--- src/hdl/pbin_pkg.sv ---
// constants, offsets and reset values of the power-bin register bank
package pbin_pkg;

   localparam int ADDR_W = 8;
   localparam int DATA_W = 32;

   // configuration registers, writable
   localparam logic [7:0] OFS_MEASURE_BEGIN_MM = 8'h20;
   localparam logic [7:0] OFS_MEASURE_SPAN_MM = 8'h21;
   localparam logic [7:0] OFS_CADENCE_POLICY = 8'h22;
   localparam logic [7:0] OFS_CADENCE_MILLIHERTZ = 8'h23;
   localparam logic [7:0] OFS_RECEIVER_AMPLIFICATION = 8'h24;
   localparam logic [7:0] OFS_RADAR_SLEEP_LEVEL = 8'h25;
   localparam logic [7:0] OFS_TRANSMITTER_MUTE = 8'h26;
   localparam logic [7:0] OFS_RX_TX_PRESET = 8'h28;
   localparam logic [7:0] OFS_DECIMATION_FACTOR = 8'h29;
   localparam logic [7:0] OFS_HW_AVERAGING_COUNT = 8'h30;
   localparam logic [7:0] OFS_NOISE_SCALING_ENABLE = 8'h31;
   localparam logic [7:0] OFS_LEAKAGE_ATTENUATION_MAX = 8'h32;
   localparam logic [7:0] OFS_ASYNC_MEASURE_ENABLE = 8'h33;
   localparam logic [7:0] OFS_UNAMBIGUOUS_SPAN_SEL = 8'h34;
   localparam logic [7:0] OFS_WANTED_BIN_TOTAL = 8'h40;

   // metadata and flags, read only
   localparam logic [7:0] OFS_SWEEP_BEGIN_MM = 8'h81;
   localparam logic [7:0] OFS_SWEEP_SPAN_MM = 8'h82;
   localparam logic [7:0] OFS_BIN_TOTAL = 8'h83;
   localparam logic [7:0] OFS_SWEEP_STITCHES = 8'h84;
   localparam logic [7:0] OFS_POINT_SPACING_UM = 8'h85;
   localparam logic [7:0] OFS_SATURATION_FLAG = 8'ha0;
   localparam logic [7:0] OFS_LOST_DATA_FLAG = 8'ha1;
   localparam logic [7:0] OFS_QUALITY_WARNING_FLAG = 8'ha3;
   localparam logic [7:0] OFS_RADAR_LINK_FAULT_FLAG = 8'ha4;

   // index of each configuration register in the storage array
   localparam int CFG_COUNT = 15;
   localparam logic [3:0] IDX_BEGIN = 4'h0;
   localparam logic [3:0] IDX_SPAN = 4'h1;
   localparam logic [3:0] IDX_POLICY = 4'h2;
   localparam logic [3:0] IDX_RATE = 4'h3;
   localparam logic [3:0] IDX_GAIN = 4'h4;
   localparam logic [3:0] IDX_LEVEL = 4'h5;
   localparam logic [3:0] IDX_MUTE = 4'h6;
   localparam logic [3:0] IDX_PRESET = 4'h7;
   localparam logic [3:0] IDX_DECIM = 4'h8;
   localparam logic [3:0] IDX_AVG = 4'h9;
   localparam logic [3:0] IDX_NORM = 4'ha;
   localparam logic [3:0] IDX_ATTEN = 4'hb;
   localparam logic [3:0] IDX_ASYNC = 4'hc;
   localparam logic [3:0] IDX_UNAMB = 4'hd;
   localparam logic [3:0] IDX_BINS = 4'he;

   localparam logic [7:0] CFG_OFFSET [CFG_COUNT] = '{
      OFS_MEASURE_BEGIN_MM, OFS_MEASURE_SPAN_MM, OFS_CADENCE_POLICY,
      OFS_CADENCE_MILLIHERTZ, OFS_RECEIVER_AMPLIFICATION, OFS_RADAR_SLEEP_LEVEL,
      OFS_TRANSMITTER_MUTE, OFS_RX_TX_PRESET, OFS_DECIMATION_FACTOR,
      OFS_HW_AVERAGING_COUNT, OFS_NOISE_SCALING_ENABLE, OFS_LEAKAGE_ATTENUATION_MAX,
      OFS_ASYNC_MEASURE_ENABLE, OFS_UNAMBIGUOUS_SPAN_SEL, OFS_WANTED_BIN_TOTAL};

   // field encodings
   localparam logic [31:0] POLICY_PRECISE = 32'h0000_0001;
   localparam logic [31:0] POLICY_LIMITED = 32'h0000_0002;
   localparam logic [31:0] GAIN_MAX = 32'h0000_03e8;
   localparam logic [31:0] LEVEL_OFF = 32'h0000_0000;
   localparam logic [31:0] LEVEL_SLEEP = 32'h0000_0001;
   localparam logic [31:0] LEVEL_READY = 32'h0000_0002;
   localparam logic [31:0] LEVEL_ACTIVE = 32'h0000_0003;
   localparam logic [31:0] LEVEL_HIBERNATE = 32'h0000_0004;
   localparam logic [31:0] PRESET_FIRST = 32'h0000_0001;
   localparam logic [31:0] PRESET_LAST = 32'h0000_0005;
   localparam logic [31:0] SPAN_SEL_SHORT = 32'h0000_0006;
   localparam logic [31:0] SPAN_SEL_LONG = 32'h0000_0009;

   // values after reset
   localparam logic [31:0] CFG_RESET [CFG_COUNT] = '{
      32'h0000_00c8, 32'h0000_0190, POLICY_PRECISE, 32'h0000_0000, 32'h0000_01f4,
      LEVEL_OFF, 32'h0000_0000, PRESET_FIRST, 32'h0000_0001, 32'h0000_000a,
      32'h0000_0001, 32'h0000_0000, 32'h0000_0001, SPAN_SEL_SHORT, 32'h0000_0010};

   // timing: millihertz phase accumulator wraps once per second of clock
   localparam int CLK_PERIOD_NS = 5;
   localparam longint CLK_HZ = 64'd1000000000 / CLK_PERIOD_NS;
   localparam longint MILLI_PER_UNIT = 1000;
   localparam logic [39:0] PHASE_WRAP = 40'(CLK_HZ * MILLI_PER_UNIT);

   typedef enum logic {PACE_HOLD, PACE_OPEN} pace_state_type;

endpackage

--- src/hdl/cadence_if.sv ---
// link between the register bank and the measurement pacer
`timescale 1ns/10ps
interface cadence_if;
   logic [31:0] policy;
   logic [31:0] rate;
   logic request;
   logic start;
   modport bank (output policy, output rate, output request, input start);
   modport pacer (input policy, input rate, input request, output start);
endinterface

--- src/hdl/measure_pacer.sv ---
// paces measurement starts from the cadence policy and millihertz rate
`timescale 1ns/10ps
module measure_pacer
   import pbin_pkg::*;
(
   // clock and reset
   input wire logic clk_sys,
   input wire logic rstn,
   // from the bank
   cadence_if.pacer cad
);

   logic [39:0] phase;
   logic [39:0] next_phase;
   logic tick;
   pace_state_type state;
   pace_state_type next_state;
   logic start;
   logic next_start;

   ////////////////////////////////////////////////////////////////////////////
   // accumulator adds the rate in mHz every cycle; one wrap is one period
   // rate is 32 bits so the sum never passes two wraps
   always_comb begin
      logic [40:0] sum;
      sum = {1'b0, phase} + {9'h000, cad.rate};
      tick = 1'b0;
      next_phase = sum[39:0];
      if (sum >= {1'b0, PHASE_WRAP}) begin
         next_phase = 40'(sum - {1'b0, PHASE_WRAP});
         tick = 1'b1;
      end
   end

   always_comb begin
      next_state = state;
      next_start = 1'b0;
      case (cad.policy)
         POLICY_PRECISE: begin
            next_start = tick;
            next_state = PACE_HOLD;
         end
         POLICY_LIMITED: begin
            if (cad.rate == 32'h0000_0000) begin
               next_start = cad.request;
            end else begin
               case (state)
                  PACE_HOLD: begin
                     if (tick) begin
                        next_state = PACE_OPEN;
                     end
                  end
                  PACE_OPEN: begin
                     if (cad.request) begin
                        next_start = 1'b1;
                        // a tick in the same cycle reopens the window at once
                        next_state = tick ? PACE_OPEN : PACE_HOLD;
                     end
                  end
                  default: next_state = PACE_HOLD;
               endcase
            end
         end
         default: begin
            next_state = PACE_HOLD;
         end
      endcase
   end

   always_ff @(posedge clk_sys or negedge rstn) begin
      if (!rstn) begin
         phase <= 40'h00_0000_0000;
         state <= PACE_HOLD;
         start <= 1'b0;
      end else begin
         phase <= next_phase;
         state <= next_state;
         start <= next_start;
      end
   end

   assign cad.start = start;

endmodule // measure_pacer

--- src/hdl/power_bin_regs.sv ---
// power-bin register bank with configuration outputs and metadata capture
`timescale 1ns/10ps
//
// Notes on behaviour
// - writable registers configure, read-only hold metadata
// - policy 1 paces exactly, 2 limits rate
// - limited policy with rate zero: no limit
// - rate counts in millihertz steps
// - gain spans 0 lowest to 1000 highest
// - power level codes off, sleep, ready, active, hibernate
// - mute stops transmission for noise measurement
// - preset codes 1 to 5, resolution to gain
// - span select 6 short or 9 long
// - noise scaling enabled after reset
// - async mode follows its written value
// - measurement uses host's requested bin count
// - point spacing reported in micrometres
// - stitch count of current sweep reported
// - saturation flag marks saturated sensor data
// - lost-data flag true when data dropped
// - quality warning flag true on poor data
// - link fault flag true on sensor failure
// - begin and span registers hold millimetres
module power_bin_regs
   import pbin_pkg::*;
(
   // clock and reset
   input wire logic clk_sys,
   input wire logic rstn,
   // register port
   input wire logic [7:0] reg_addr,
   input wire logic [31:0] reg_wdata,
   input wire logic reg_write,
   input wire logic reg_read,
   output logic [31:0] reg_rdata,
   // measurement engine pacing
   input wire logic meas_request,
   output logic meas_start,
   // metadata from service creation
   input wire logic service_created,
   input wire logic [31:0] created_begin_mm,
   input wire logic [31:0] created_span_mm,
   input wire logic [31:0] created_bins,
   input wire logic [31:0] created_stitches,
   input wire logic [31:0] created_spacing_um,
   // per-frame status from the engine
   input wire logic data_produced,
   input wire logic frame_saturated,
   input wire logic frame_lost,
   input wire logic frame_poor,
   input wire logic link_failed,
   // configuration towards the sensor
   output logic [31:0] cfg_begin_mm,
   output logic [31:0] cfg_span_mm,
   output logic [9:0] cfg_gain,
   output logic [2:0] cfg_power_level,
   output logic cfg_hibernate,
   output logic tx_enable,
   output logic [2:0] cfg_preset,
   output logic [31:0] cfg_decimation,
   output logic [31:0] cfg_averaging,
   output logic cfg_noise_scaling,
   output logic cfg_attenuation_max,
   output logic cfg_async_mode,
   output logic cfg_long_span,
   output logic [31:0] cfg_bin_total
);

   ////////////////////////////////////////////////////////////////////////////
   // address decode shared by write and read paths
   function automatic logic [4:0] cfg_lookup(input logic [7:0] addr);
      logic [4:0] hit;
      hit = 5'h00;
      for (int i = 0; i < CFG_COUNT; i++) begin
         if (addr == CFG_OFFSET[i]) begin
            hit = {1'b1, 4'(i)};
         end
      end
      return hit;
   endfunction

   // a code outside the documented set leaves the register unchanged
   function automatic logic code_allowed(input logic [3:0] idx, input logic [31:0] val);
      logic ok;
      ok = 1'b1;
      if (idx == IDX_POLICY) begin
         ok = (val == POLICY_PRECISE) || (val == POLICY_LIMITED);
      end else if (idx == IDX_GAIN) begin
         ok = (val <= GAIN_MAX);
      end else if (idx == IDX_LEVEL) begin
         ok = (val <= LEVEL_HIBERNATE);
      end else if (idx == IDX_PRESET) begin
         ok = (val >= PRESET_FIRST) && (val <= PRESET_LAST);
      end else if (idx == IDX_UNAMB) begin
         ok = (val == SPAN_SEL_SHORT) || (val == SPAN_SEL_LONG);
      end
      return ok;
   endfunction

   ////////////////////////////////////////////////////////////////////////////
   // configuration storage

   logic [31:0] cfg [CFG_COUNT];
   logic [31:0] next_cfg [CFG_COUNT];
   logic [4:0] wr_hit;

   assign wr_hit = cfg_lookup(reg_addr);

   always_comb begin
      for (int i = 0; i < CFG_COUNT; i++) begin
         next_cfg[i] = cfg[i];
      end
      if (reg_write && wr_hit[4] && code_allowed(wr_hit[3:0], reg_wdata)) begin
         next_cfg[wr_hit[3:0]] = reg_wdata;
      end
   end

   always_ff @(posedge clk_sys or negedge rstn) begin
      if (!rstn) begin
         for (int i = 0; i < CFG_COUNT; i++) begin
            cfg[i] <= CFG_RESET[i];
         end
      end else begin
         for (int i = 0; i < CFG_COUNT; i++) begin
            cfg[i] <= next_cfg[i];
         end
      end
   end

   ////////////////////////////////////////////////////////////////////////////
   // configuration outputs; codes are checked on write so slices are safe

   always_comb begin
      cfg_begin_mm = cfg[IDX_BEGIN];
      cfg_span_mm = cfg[IDX_SPAN];
      cfg_gain = cfg[IDX_GAIN][9:0];
      cfg_power_level = cfg[IDX_LEVEL][2:0];
      // hibernate entry itself needs the host's pin toggling
      cfg_hibernate = (cfg[IDX_LEVEL] == LEVEL_HIBERNATE);
      tx_enable = (cfg[IDX_MUTE] == 32'h0000_0000);
      cfg_preset = cfg[IDX_PRESET][2:0];
      cfg_decimation = cfg[IDX_DECIM];
      cfg_averaging = cfg[IDX_AVG];
      cfg_noise_scaling = (cfg[IDX_NORM] != 32'h0000_0000);
      cfg_attenuation_max = (cfg[IDX_ATTEN] != 32'h0000_0000);
      cfg_async_mode = (cfg[IDX_ASYNC] != 32'h0000_0000);
      cfg_long_span = (cfg[IDX_UNAMB] == SPAN_SEL_LONG);
      cfg_bin_total = cfg[IDX_BINS];
   end

   ////////////////////////////////////////////////////////////////////////////
   // pacing

   cadence_if cad ();

   assign cad.policy = cfg[IDX_POLICY];
   assign cad.rate = cfg[IDX_RATE];
   assign cad.request = meas_request;
   assign meas_start = cad.start;

   measure_pacer pacer (
      .clk_sys (clk_sys),
      .rstn (rstn),
      .cad (cad)
   );

   ////////////////////////////////////////////////////////////////////////////
   // metadata captured at creation, frame flags at each produced frame, link fault flag every cycle

   logic [31:0] sweep_begin_mm;
   logic [31:0] sweep_span_mm;
   logic [31:0] bin_total;
   logic [31:0] sweep_stitches;
   logic [31:0] point_spacing_um;
   logic saturation_flag;
   logic lost_data_flag;
   logic quality_warning_flag;
   logic radar_link_fault_flag;
   logic [31:0] next_sweep_begin_mm;
   logic [31:0] next_sweep_span_mm;
   logic [31:0] next_bin_total;
   logic [31:0] next_sweep_stitches;
   logic [31:0] next_point_spacing_um;
   logic next_saturation_flag;
   logic next_lost_data_flag;
   logic next_quality_warning_flag;
   logic next_radar_link_fault_flag;

   always_comb begin
      next_sweep_begin_mm = sweep_begin_mm;
      next_sweep_span_mm = sweep_span_mm;
      next_bin_total = bin_total;
      next_sweep_stitches = sweep_stitches;
      next_point_spacing_um = point_spacing_um;
      next_saturation_flag = saturation_flag;
      next_lost_data_flag = lost_data_flag;
      next_quality_warning_flag = quality_warning_flag;
      if (service_created) begin
         next_sweep_begin_mm = created_begin_mm;
         next_sweep_span_mm = created_span_mm;
         next_bin_total = created_bins;
         next_sweep_stitches = created_stitches;
         next_point_spacing_um = created_spacing_um;
         // a fresh service starts with clean frame flags
         next_saturation_flag = 1'b0;
         next_lost_data_flag = 1'b0;
         next_quality_warning_flag = 1'b0;
      end
      // a frame in the same cycle as creation wins over the clearing
      if (data_produced) begin
         next_saturation_flag = frame_saturated;
         next_lost_data_flag = frame_lost;
         next_quality_warning_flag = frame_poor;
      end
      // follows the engine's level so a recovered link reads clean
      next_radar_link_fault_flag = link_failed;
   end

   always_ff @(posedge clk_sys or negedge rstn) begin
      if (!rstn) begin
         sweep_begin_mm <= 32'h0000_0000;
         sweep_span_mm <= 32'h0000_0000;
         bin_total <= 32'h0000_0000;
         sweep_stitches <= 32'h0000_0000;
         point_spacing_um <= 32'h0000_0000;
         saturation_flag <= 1'b0;
         lost_data_flag <= 1'b0;
         quality_warning_flag <= 1'b0;
         radar_link_fault_flag <= 1'b0;
      end else begin
         sweep_begin_mm <= next_sweep_begin_mm;
         sweep_span_mm <= next_sweep_span_mm;
         bin_total <= next_bin_total;
         sweep_stitches <= next_sweep_stitches;
         point_spacing_um <= next_point_spacing_um;
         saturation_flag <= next_saturation_flag;
         lost_data_flag <= next_lost_data_flag;
         quality_warning_flag <= next_quality_warning_flag;
         radar_link_fault_flag <= next_radar_link_fault_flag;
      end
   end

   ////////////////////////////////////////////////////////////////////////////
   // read path: data valid the cycle after the strobe only, zero otherwise

   logic [31:0] next_rdata;
   logic [4:0] rd_hit;

   assign rd_hit = cfg_lookup(reg_addr);

   always_comb begin
      next_rdata = 32'h0000_0000;
      if (reg_read) begin
         if (rd_hit[4]) begin
            next_rdata = cfg[rd_hit[3:0]];
         end else if (reg_addr == OFS_SWEEP_BEGIN_MM) begin
            next_rdata = sweep_begin_mm;
         end else if (reg_addr == OFS_SWEEP_SPAN_MM) begin
            next_rdata = sweep_span_mm;
         end else if (reg_addr == OFS_BIN_TOTAL) begin
            next_rdata = bin_total;
         end else if (reg_addr == OFS_SWEEP_STITCHES) begin
            next_rdata = sweep_stitches;
         end else if (reg_addr == OFS_POINT_SPACING_UM) begin
            next_rdata = point_spacing_um;
         end else if (reg_addr == OFS_SATURATION_FLAG) begin
            next_rdata = {31'h0000_0000, saturation_flag};
         end else if (reg_addr == OFS_LOST_DATA_FLAG) begin
            next_rdata = {31'h0000_0000, lost_data_flag};
         end else if (reg_addr == OFS_QUALITY_WARNING_FLAG) begin
            next_rdata = {31'h0000_0000, quality_warning_flag};
         end else if (reg_addr == OFS_RADAR_LINK_FAULT_FLAG) begin
            next_rdata = {31'h0000_0000, radar_link_fault_flag};
         end
      end
   end

   always_ff @(posedge clk_sys or negedge rstn) begin
      if (!rstn) begin
         reg_rdata <= 32'h0000_0000;
      end else begin
         reg_rdata <= next_rdata;
      end
   end

endmodule // power_bin_regs
--- config.mk ---
export PLATFORM = sky130hd
export DESIGN_NAME = power_bin_regs
export DESIGN_NICKNAME = d
export VERILOG_FILES = /design/src/hdl/pbin_pkg.sv /design/src/hdl/cadence_if.sv /design/src/hdl/measure_pacer.sv /design/src/hdl/power_bin_regs.sv
export SDC_FILE = /design/constraint.sdc
export NUM_CORES = 1
export LEC_CHECK = 0
export BUFFER_PORTS_ARGS = -buffer_cell sky130_fd_sc_hd__buf_2
export CAP_MARGIN = 20
export CORE_AREA = 2 2 268 270
export CTS_BUF_LIST = sky130_fd_sc_hd__clkbuf_8 sky130_fd_sc_hd__clkbuf_16
export DETAILED_ROUTE_END_ITERATION = 6
export DIE_AREA = 0 0 270 272
export PLACE_DENSITY = 0.82
export SLEW_MARGIN = 30
export SYNTH_ARGS = -nofsm -noshare
export SYNTH_HDL_FRONTEND = slang
export SYNTH_SLANG_ARGS = --single-unit
--- constraint.sdc ---
create_clock -name clk_sys -period 5.3 [get_ports clk_sys]
set_clock_uncertainty 0.05 [all_clocks]
set_input_delay 0.795 -clock clk_sys [delete_from_list [all_inputs] [get_ports clk_sys]]
set_output_delay 0.795 -clock clk_sys [all_outputs]
set_load 0.1 [all_outputs]
==> impl_summary.md <==
Detailed routing
The detailed-router iteration count before antenna repair is 7. In the final routing, the length of wire on met1 measures between 40,000 and 50,000 microns. The wire length on met3 is approximately 13,000 microns. The overall routed net length is roughly 120,000 microns. The mean number of vias per cell is approximately 6.4. The post-detailed-route count of antenna-violating nets is 0. In the final routed layout, each cell accounts on average for about 27 microns. The post-route DRC violation count is 0.

The top layer reached by signal wires is met5. The sum of met2 wire segment lengths after detailed routing is 51,700 microns. The number of DRC markers after the initial detailed-route iteration is around 3,100.

Detailed routing inserted a total of 26,800 vias.

Timing
The number of max-slew violations in the final report came to 0. The transition time at the pin with the least slew margin is around 820 ps. The number of hold violations in the final report came to 0. Setup repair after global routing left no endpoint under its margin.

The setup-violating endpoint count in the final report is 0. The final critical path takes up between 90% and 100% of the cycle. Timing would allow up to about 0.20 GHz. On the final layout, the worst hold slack is between 200 and 300 ps. The setup TNS is 0 ps. The worst slew margin relative to its limit is between 40 and 50%. For the finished layout, the period the worst path requires is just over 5000 ps.

Setup path
Tracing the worst setup path back leads to its startpoint at cad.rate[0]$_DFFE_PN0P_. In this run the critical register-to-register path is captured at pacer.cad.start$_DFF_PN0_. The setup path with the least slack is of type reg -> reg. At the worst endpoint, the required time is about 5700 ps.

The reg-to-reg startpoint is cad.rate[0]$_DFFE_PN0P_. STA classifies the critical path endpoint as a flip-flop. STA classifies the critical path startpoint as a flip-flop.

The setup check on the worst reg-to-reg path leaves a slack of between 200 and 300 ps. The critical path ends at pacer.cad.start$_DFF_PN0_. For the worst setup path, the data arrival time is between 5000 and 6000 ps. The number of cells traversed by the worst register-to-register path is 18. Of all nets on the critical path, the largest fanout is 19.

Clock network
At the later pin of the worst-skew pair, clock insertion delay measures 630 ps. The clock tree from TritonCTS is yes. The total setup buffers inserted after CTS is 0. The root buffer cell is sky130_fd_sc_hd__clkbuf_16. The number of buffers between clock root and the deepest sink is 3. The count of hold buffers inserted by post-cts repair is 0. The clock edge transition at the registers on the reported setup and hold paths is 60 ps. The number of sinks on the clock net is between 700 and 800.

Clock tree synthesis inserted a total of 76 buffers. The clock tree synthesis step divided the H-tree into 3 levels. Gates resized during post-CTS repair numbered 0.

Floorplanning
The floorplan step set the die width to roughly 270 microns. The row count is approximately 100. The placeable core area is 70,800 sq um. The die is roughly 270 microns tall. The number of I/O pins is 426. The area of the die is 73,400 sq um. Once the floorplan was initialized, standard cells occupied about half of the core.

Worst hold path
The launch instance of the worst min-delay path is link_failed. The tightest min-delay check is of the in -> reg type.

Placed design
Once detailed placement completed, the half-perimeter wirelength came to a little over 80,000 microns. Counting tap cells, the placed design contains a total of 4,078 instances. The number of buffers added on ports is about 430. The routability congestion estimate is 0.982.

Layout
The non-filler instance count after layout is roughly 4,200. Leaving out fill and tap cells, the most frequent cell in the layout is sky130_fd_sc_hd__dfrtp_1. For this run, the post-layout net count is between 3,000 and 4,000. The number of filler instances in the final layout is 5,844.

Relative to the synthesized area, the layout overhead comes to 13.2%. The share of post-route cells with drive strength above 1 is between 30 and 40%. Leaving out fill and tap cells, the most frequent cells in the layout are sky130_fd_sc_hd__dfrtp_1 (696), sky130_fd_sc_hd__mux2_2 (499), sky130_fd_sc_hd__buf_2 (423), sky130_fd_sc_hd__o22ai_1 (151), sky130_fd_sc_hd__nor2b_1 (146).

Synth
The register bit count reported by yosys is 718. After synthesis the cells add up to roughly 35,000 sq um. The share of the yosys chip area belonging to registers is between 50 and 60%. The most used flip-flop cell after synthesis is sky130_fd_sc_hd__dfrtp_1. The number of flops mapped to enable cells by yosys is 0. The share of flip-flops with an asynchronous set or reset after synthesis is between 90% and 100%. The number of nets handed over by synthesis was 3,267. Averaged over all synthesized cells, the footprint is around 12 sq um. Counting distinct cell types in the post-synthesis netlist gives 90. Counting every instance in the synthesized netlist gives just over 3,000.

During synthesis, Yosys emitted a total of 0 warnings.

Power
For this design the ratio of total power to cell area is roughly 340 nW/um^2. The total leakage power is about 19 nW. The design draws 13.4 mW. VDD sags by at most roughly 0.27 mV.

GRT
The first global-routing pass estimated roughly 170,000 microns of wire. The number of global-route vias before repair is between 20,000 and 30,000. The total global routing track utilization is 30.8%. The initial antenna violation count is 15. The pin count of the biggest net entering global routing is between 100 and 150. The total overflow left after global routing is 0.

Run
Across the run, the number of max-cap violations was 0.

Status
The run finished with clean final reports.
## metal layers
metal	up-vias	global-route usage, %
met2	1608	47.4
met3	300	8.99
met5	-	0
li1	11400	-
met1	13500	40.9
met4	12	12.8
## metrics by stage
stage	util (%)	setup WS [ps]	instance area [sq um]
after floorplan	-	1250	34900
after global placement	52.2	338	36900
after detailed placement	52.2	330	36900
after CTS	55.8	281	39500
after global routing	55.9	17.0	39500
final	55.9	251	39500
## synthesized netlist by cell type (22+ instances only)
library cell               instances  area share [%]
sky130_fd_sc_hd__dfrtp_1         696              50
sky130_fd_sc_hd__mux2_2          499              16
sky130_fd_sc_hd__buf_4           180             3.9
sky130_fd_sc_hd__clkbuf_1        158             1.7
sky130_fd_sc_hd__o22ai_1         151             2.7
sky130_fd_sc_hd__nor2b_1         146             2.6
sky130_fd_sc_hd__nand2_1         138             1.5
sky130_fd_sc_hd__a21oi_1         123             1.8
sky130_fd_sc_hd__o21ai_0          97             1.4
sky130_fd_sc_hd__nor2_1           80            0.86
sky130_fd_sc_hd__nor4_1           71             1.3
sky130_fd_sc_hd__o221ai_1         41             1.0
sky130_fd_sc_hd__buf_2            38            0.54
sky130_fd_sc_hd__a31oi_1          37            0.66
sky130_fd_sc_hd__o211ai_1         36            0.77
sky130_fd_sc_hd__mux2i_1          35             1.0
sky130_fd_sc_hd__nand4_1          35            0.63
sky130_fd_sc_hd__ha_1             34             1.2
sky130_fd_sc_hd__a22oi_1          33            0.71
sky130_fd_sc_hd__a222oi_1         32            0.92
sky130_fd_sc_hd__xnor2_1          32            0.80
sky130_fd_sc_hd__nor3_1           29            0.42
sky130_fd_sc_hd__a211oi_1         28            0.60
sky130_fd_sc_hd__nand3_1          27            0.39
sky130_fd_sc_hd__dfstp_2          22             1.7
## where the power goes
part | leakage (nW) | internal, mW | total [mW] | switching (mW)
combinational | 7.81 | 0.476 | 2.02 | 1.55
sequential | 9.52 | 5.73 | 5.94 | 0.207
clock | 1.31 | 3.14 | 5.43 | 2.29
total | 18.6 | 9.35 | 13.4 | 4.05
## worst min-delay path by stage
stage | cells after the start | endpoint
floorplan | 1 | pacer.phase[39]$_DFF_PN0_
global placement | 1 | cfg[350]$_DFFE_PN0P_
detailed placement | 1 | cfg[248]$_DFFE_PN0P_
CTS | 1 | bin_total[10]$_DFFE_PN0P_
global route | 1 | radar_link_fault_flag$_DFF_PN0_
finish | 1 | radar_link_fault_flag$_DFF_PN0_
## worst max-delay path, stage by stage (launching register included)
cell	delay [ps]
sky130_fd_sc_hd__dfrtp_1	430
sky130_fd_sc_hd__ha_1	250
sky130_fd_sc_hd__fa_1	430
sky130_fd_sc_hd__a211oi_2	320
sky130_fd_sc_hd__o21ai_2	170
sky130_fd_sc_hd__a311oi_4	470
sky130_fd_sc_hd__xnor2_1	220
sky130_fd_sc_hd__ha_1	240
sky130_fd_sc_hd__nand2_1	60
sky130_fd_sc_hd__nor4_1	200
sky130_fd_sc_hd__nand4bb_1	230
sky130_fd_sc_hd__nor4b_1	370
sky130_fd_sc_hd__nand4_1	150
sky130_fd_sc_hd__nor4b_1	350
sky130_fd_sc_hd__nand4_1	150
sky130_fd_sc_hd__nand3b_1	130
sky130_fd_sc_hd__buf_4	250
sky130_fd_sc_hd__nand3b_1	100
sky130_fd_sc_hd__a21boi_0	340
## sequential cells by signal, summed over array words and instances, names as in the netlist, 3 cells and up
| signal | flops |
|---|---|
| cfg | 240 |
| pacer.phase | 40 |
| bin_total | 32 |
| cad.policy | 32 |
| cad.rate | 32 |
| cfg_averaging | 32 |
| cfg_begin_mm | 32 |
| cfg_bin_total | 32 |
| cfg_decimation | 32 |
| cfg_span_mm | 32 |
| point_spacing_um | 32 |
| reg_rdata | 32 |
| sweep_begin_mm | 32 |
| sweep_span_mm | 32 |
| sweep_stitches | 32 |
| cfg_gain | 10 |
| cfg_power_level | 3 |
| cfg_preset | 3 |
## layout make-up
type	count	area, sq um	area share [%]
Antenna cell	8	20.0	0.0506
Clock buffer	98	2240	5.66
Clock inverter	40	312	0.788
Inverter	16	60.1	0.152
Multi-Input combinational cell	1893	14800	37.4
Sequential cell	718	18000	45.5
Tap cell	950	1190	3.01
Timing Repair Buffer	503	2940	7.44
## cell families (layout without fill, tap and decap cells)
group | Yosys count | count (layout) | share of synthesized area, %
adder cells (fa/ha/maj) | 35 | 35 | 1.28
AO/OA/AOI/OAI | 661 | 661 | 12.7
buffers and inverters | 410 | 657 | 6.53
flip-flops | 718 | 718 | 51.6
other | 0 | 8 | 0
multiplexers | 536 | 536 | 17.2
XOR/XNOR | 53 | 53 | 1.33
AND/OR/NAND/NOR | 608 | 608 | 9.44
(Power assumes the default switching activity.)
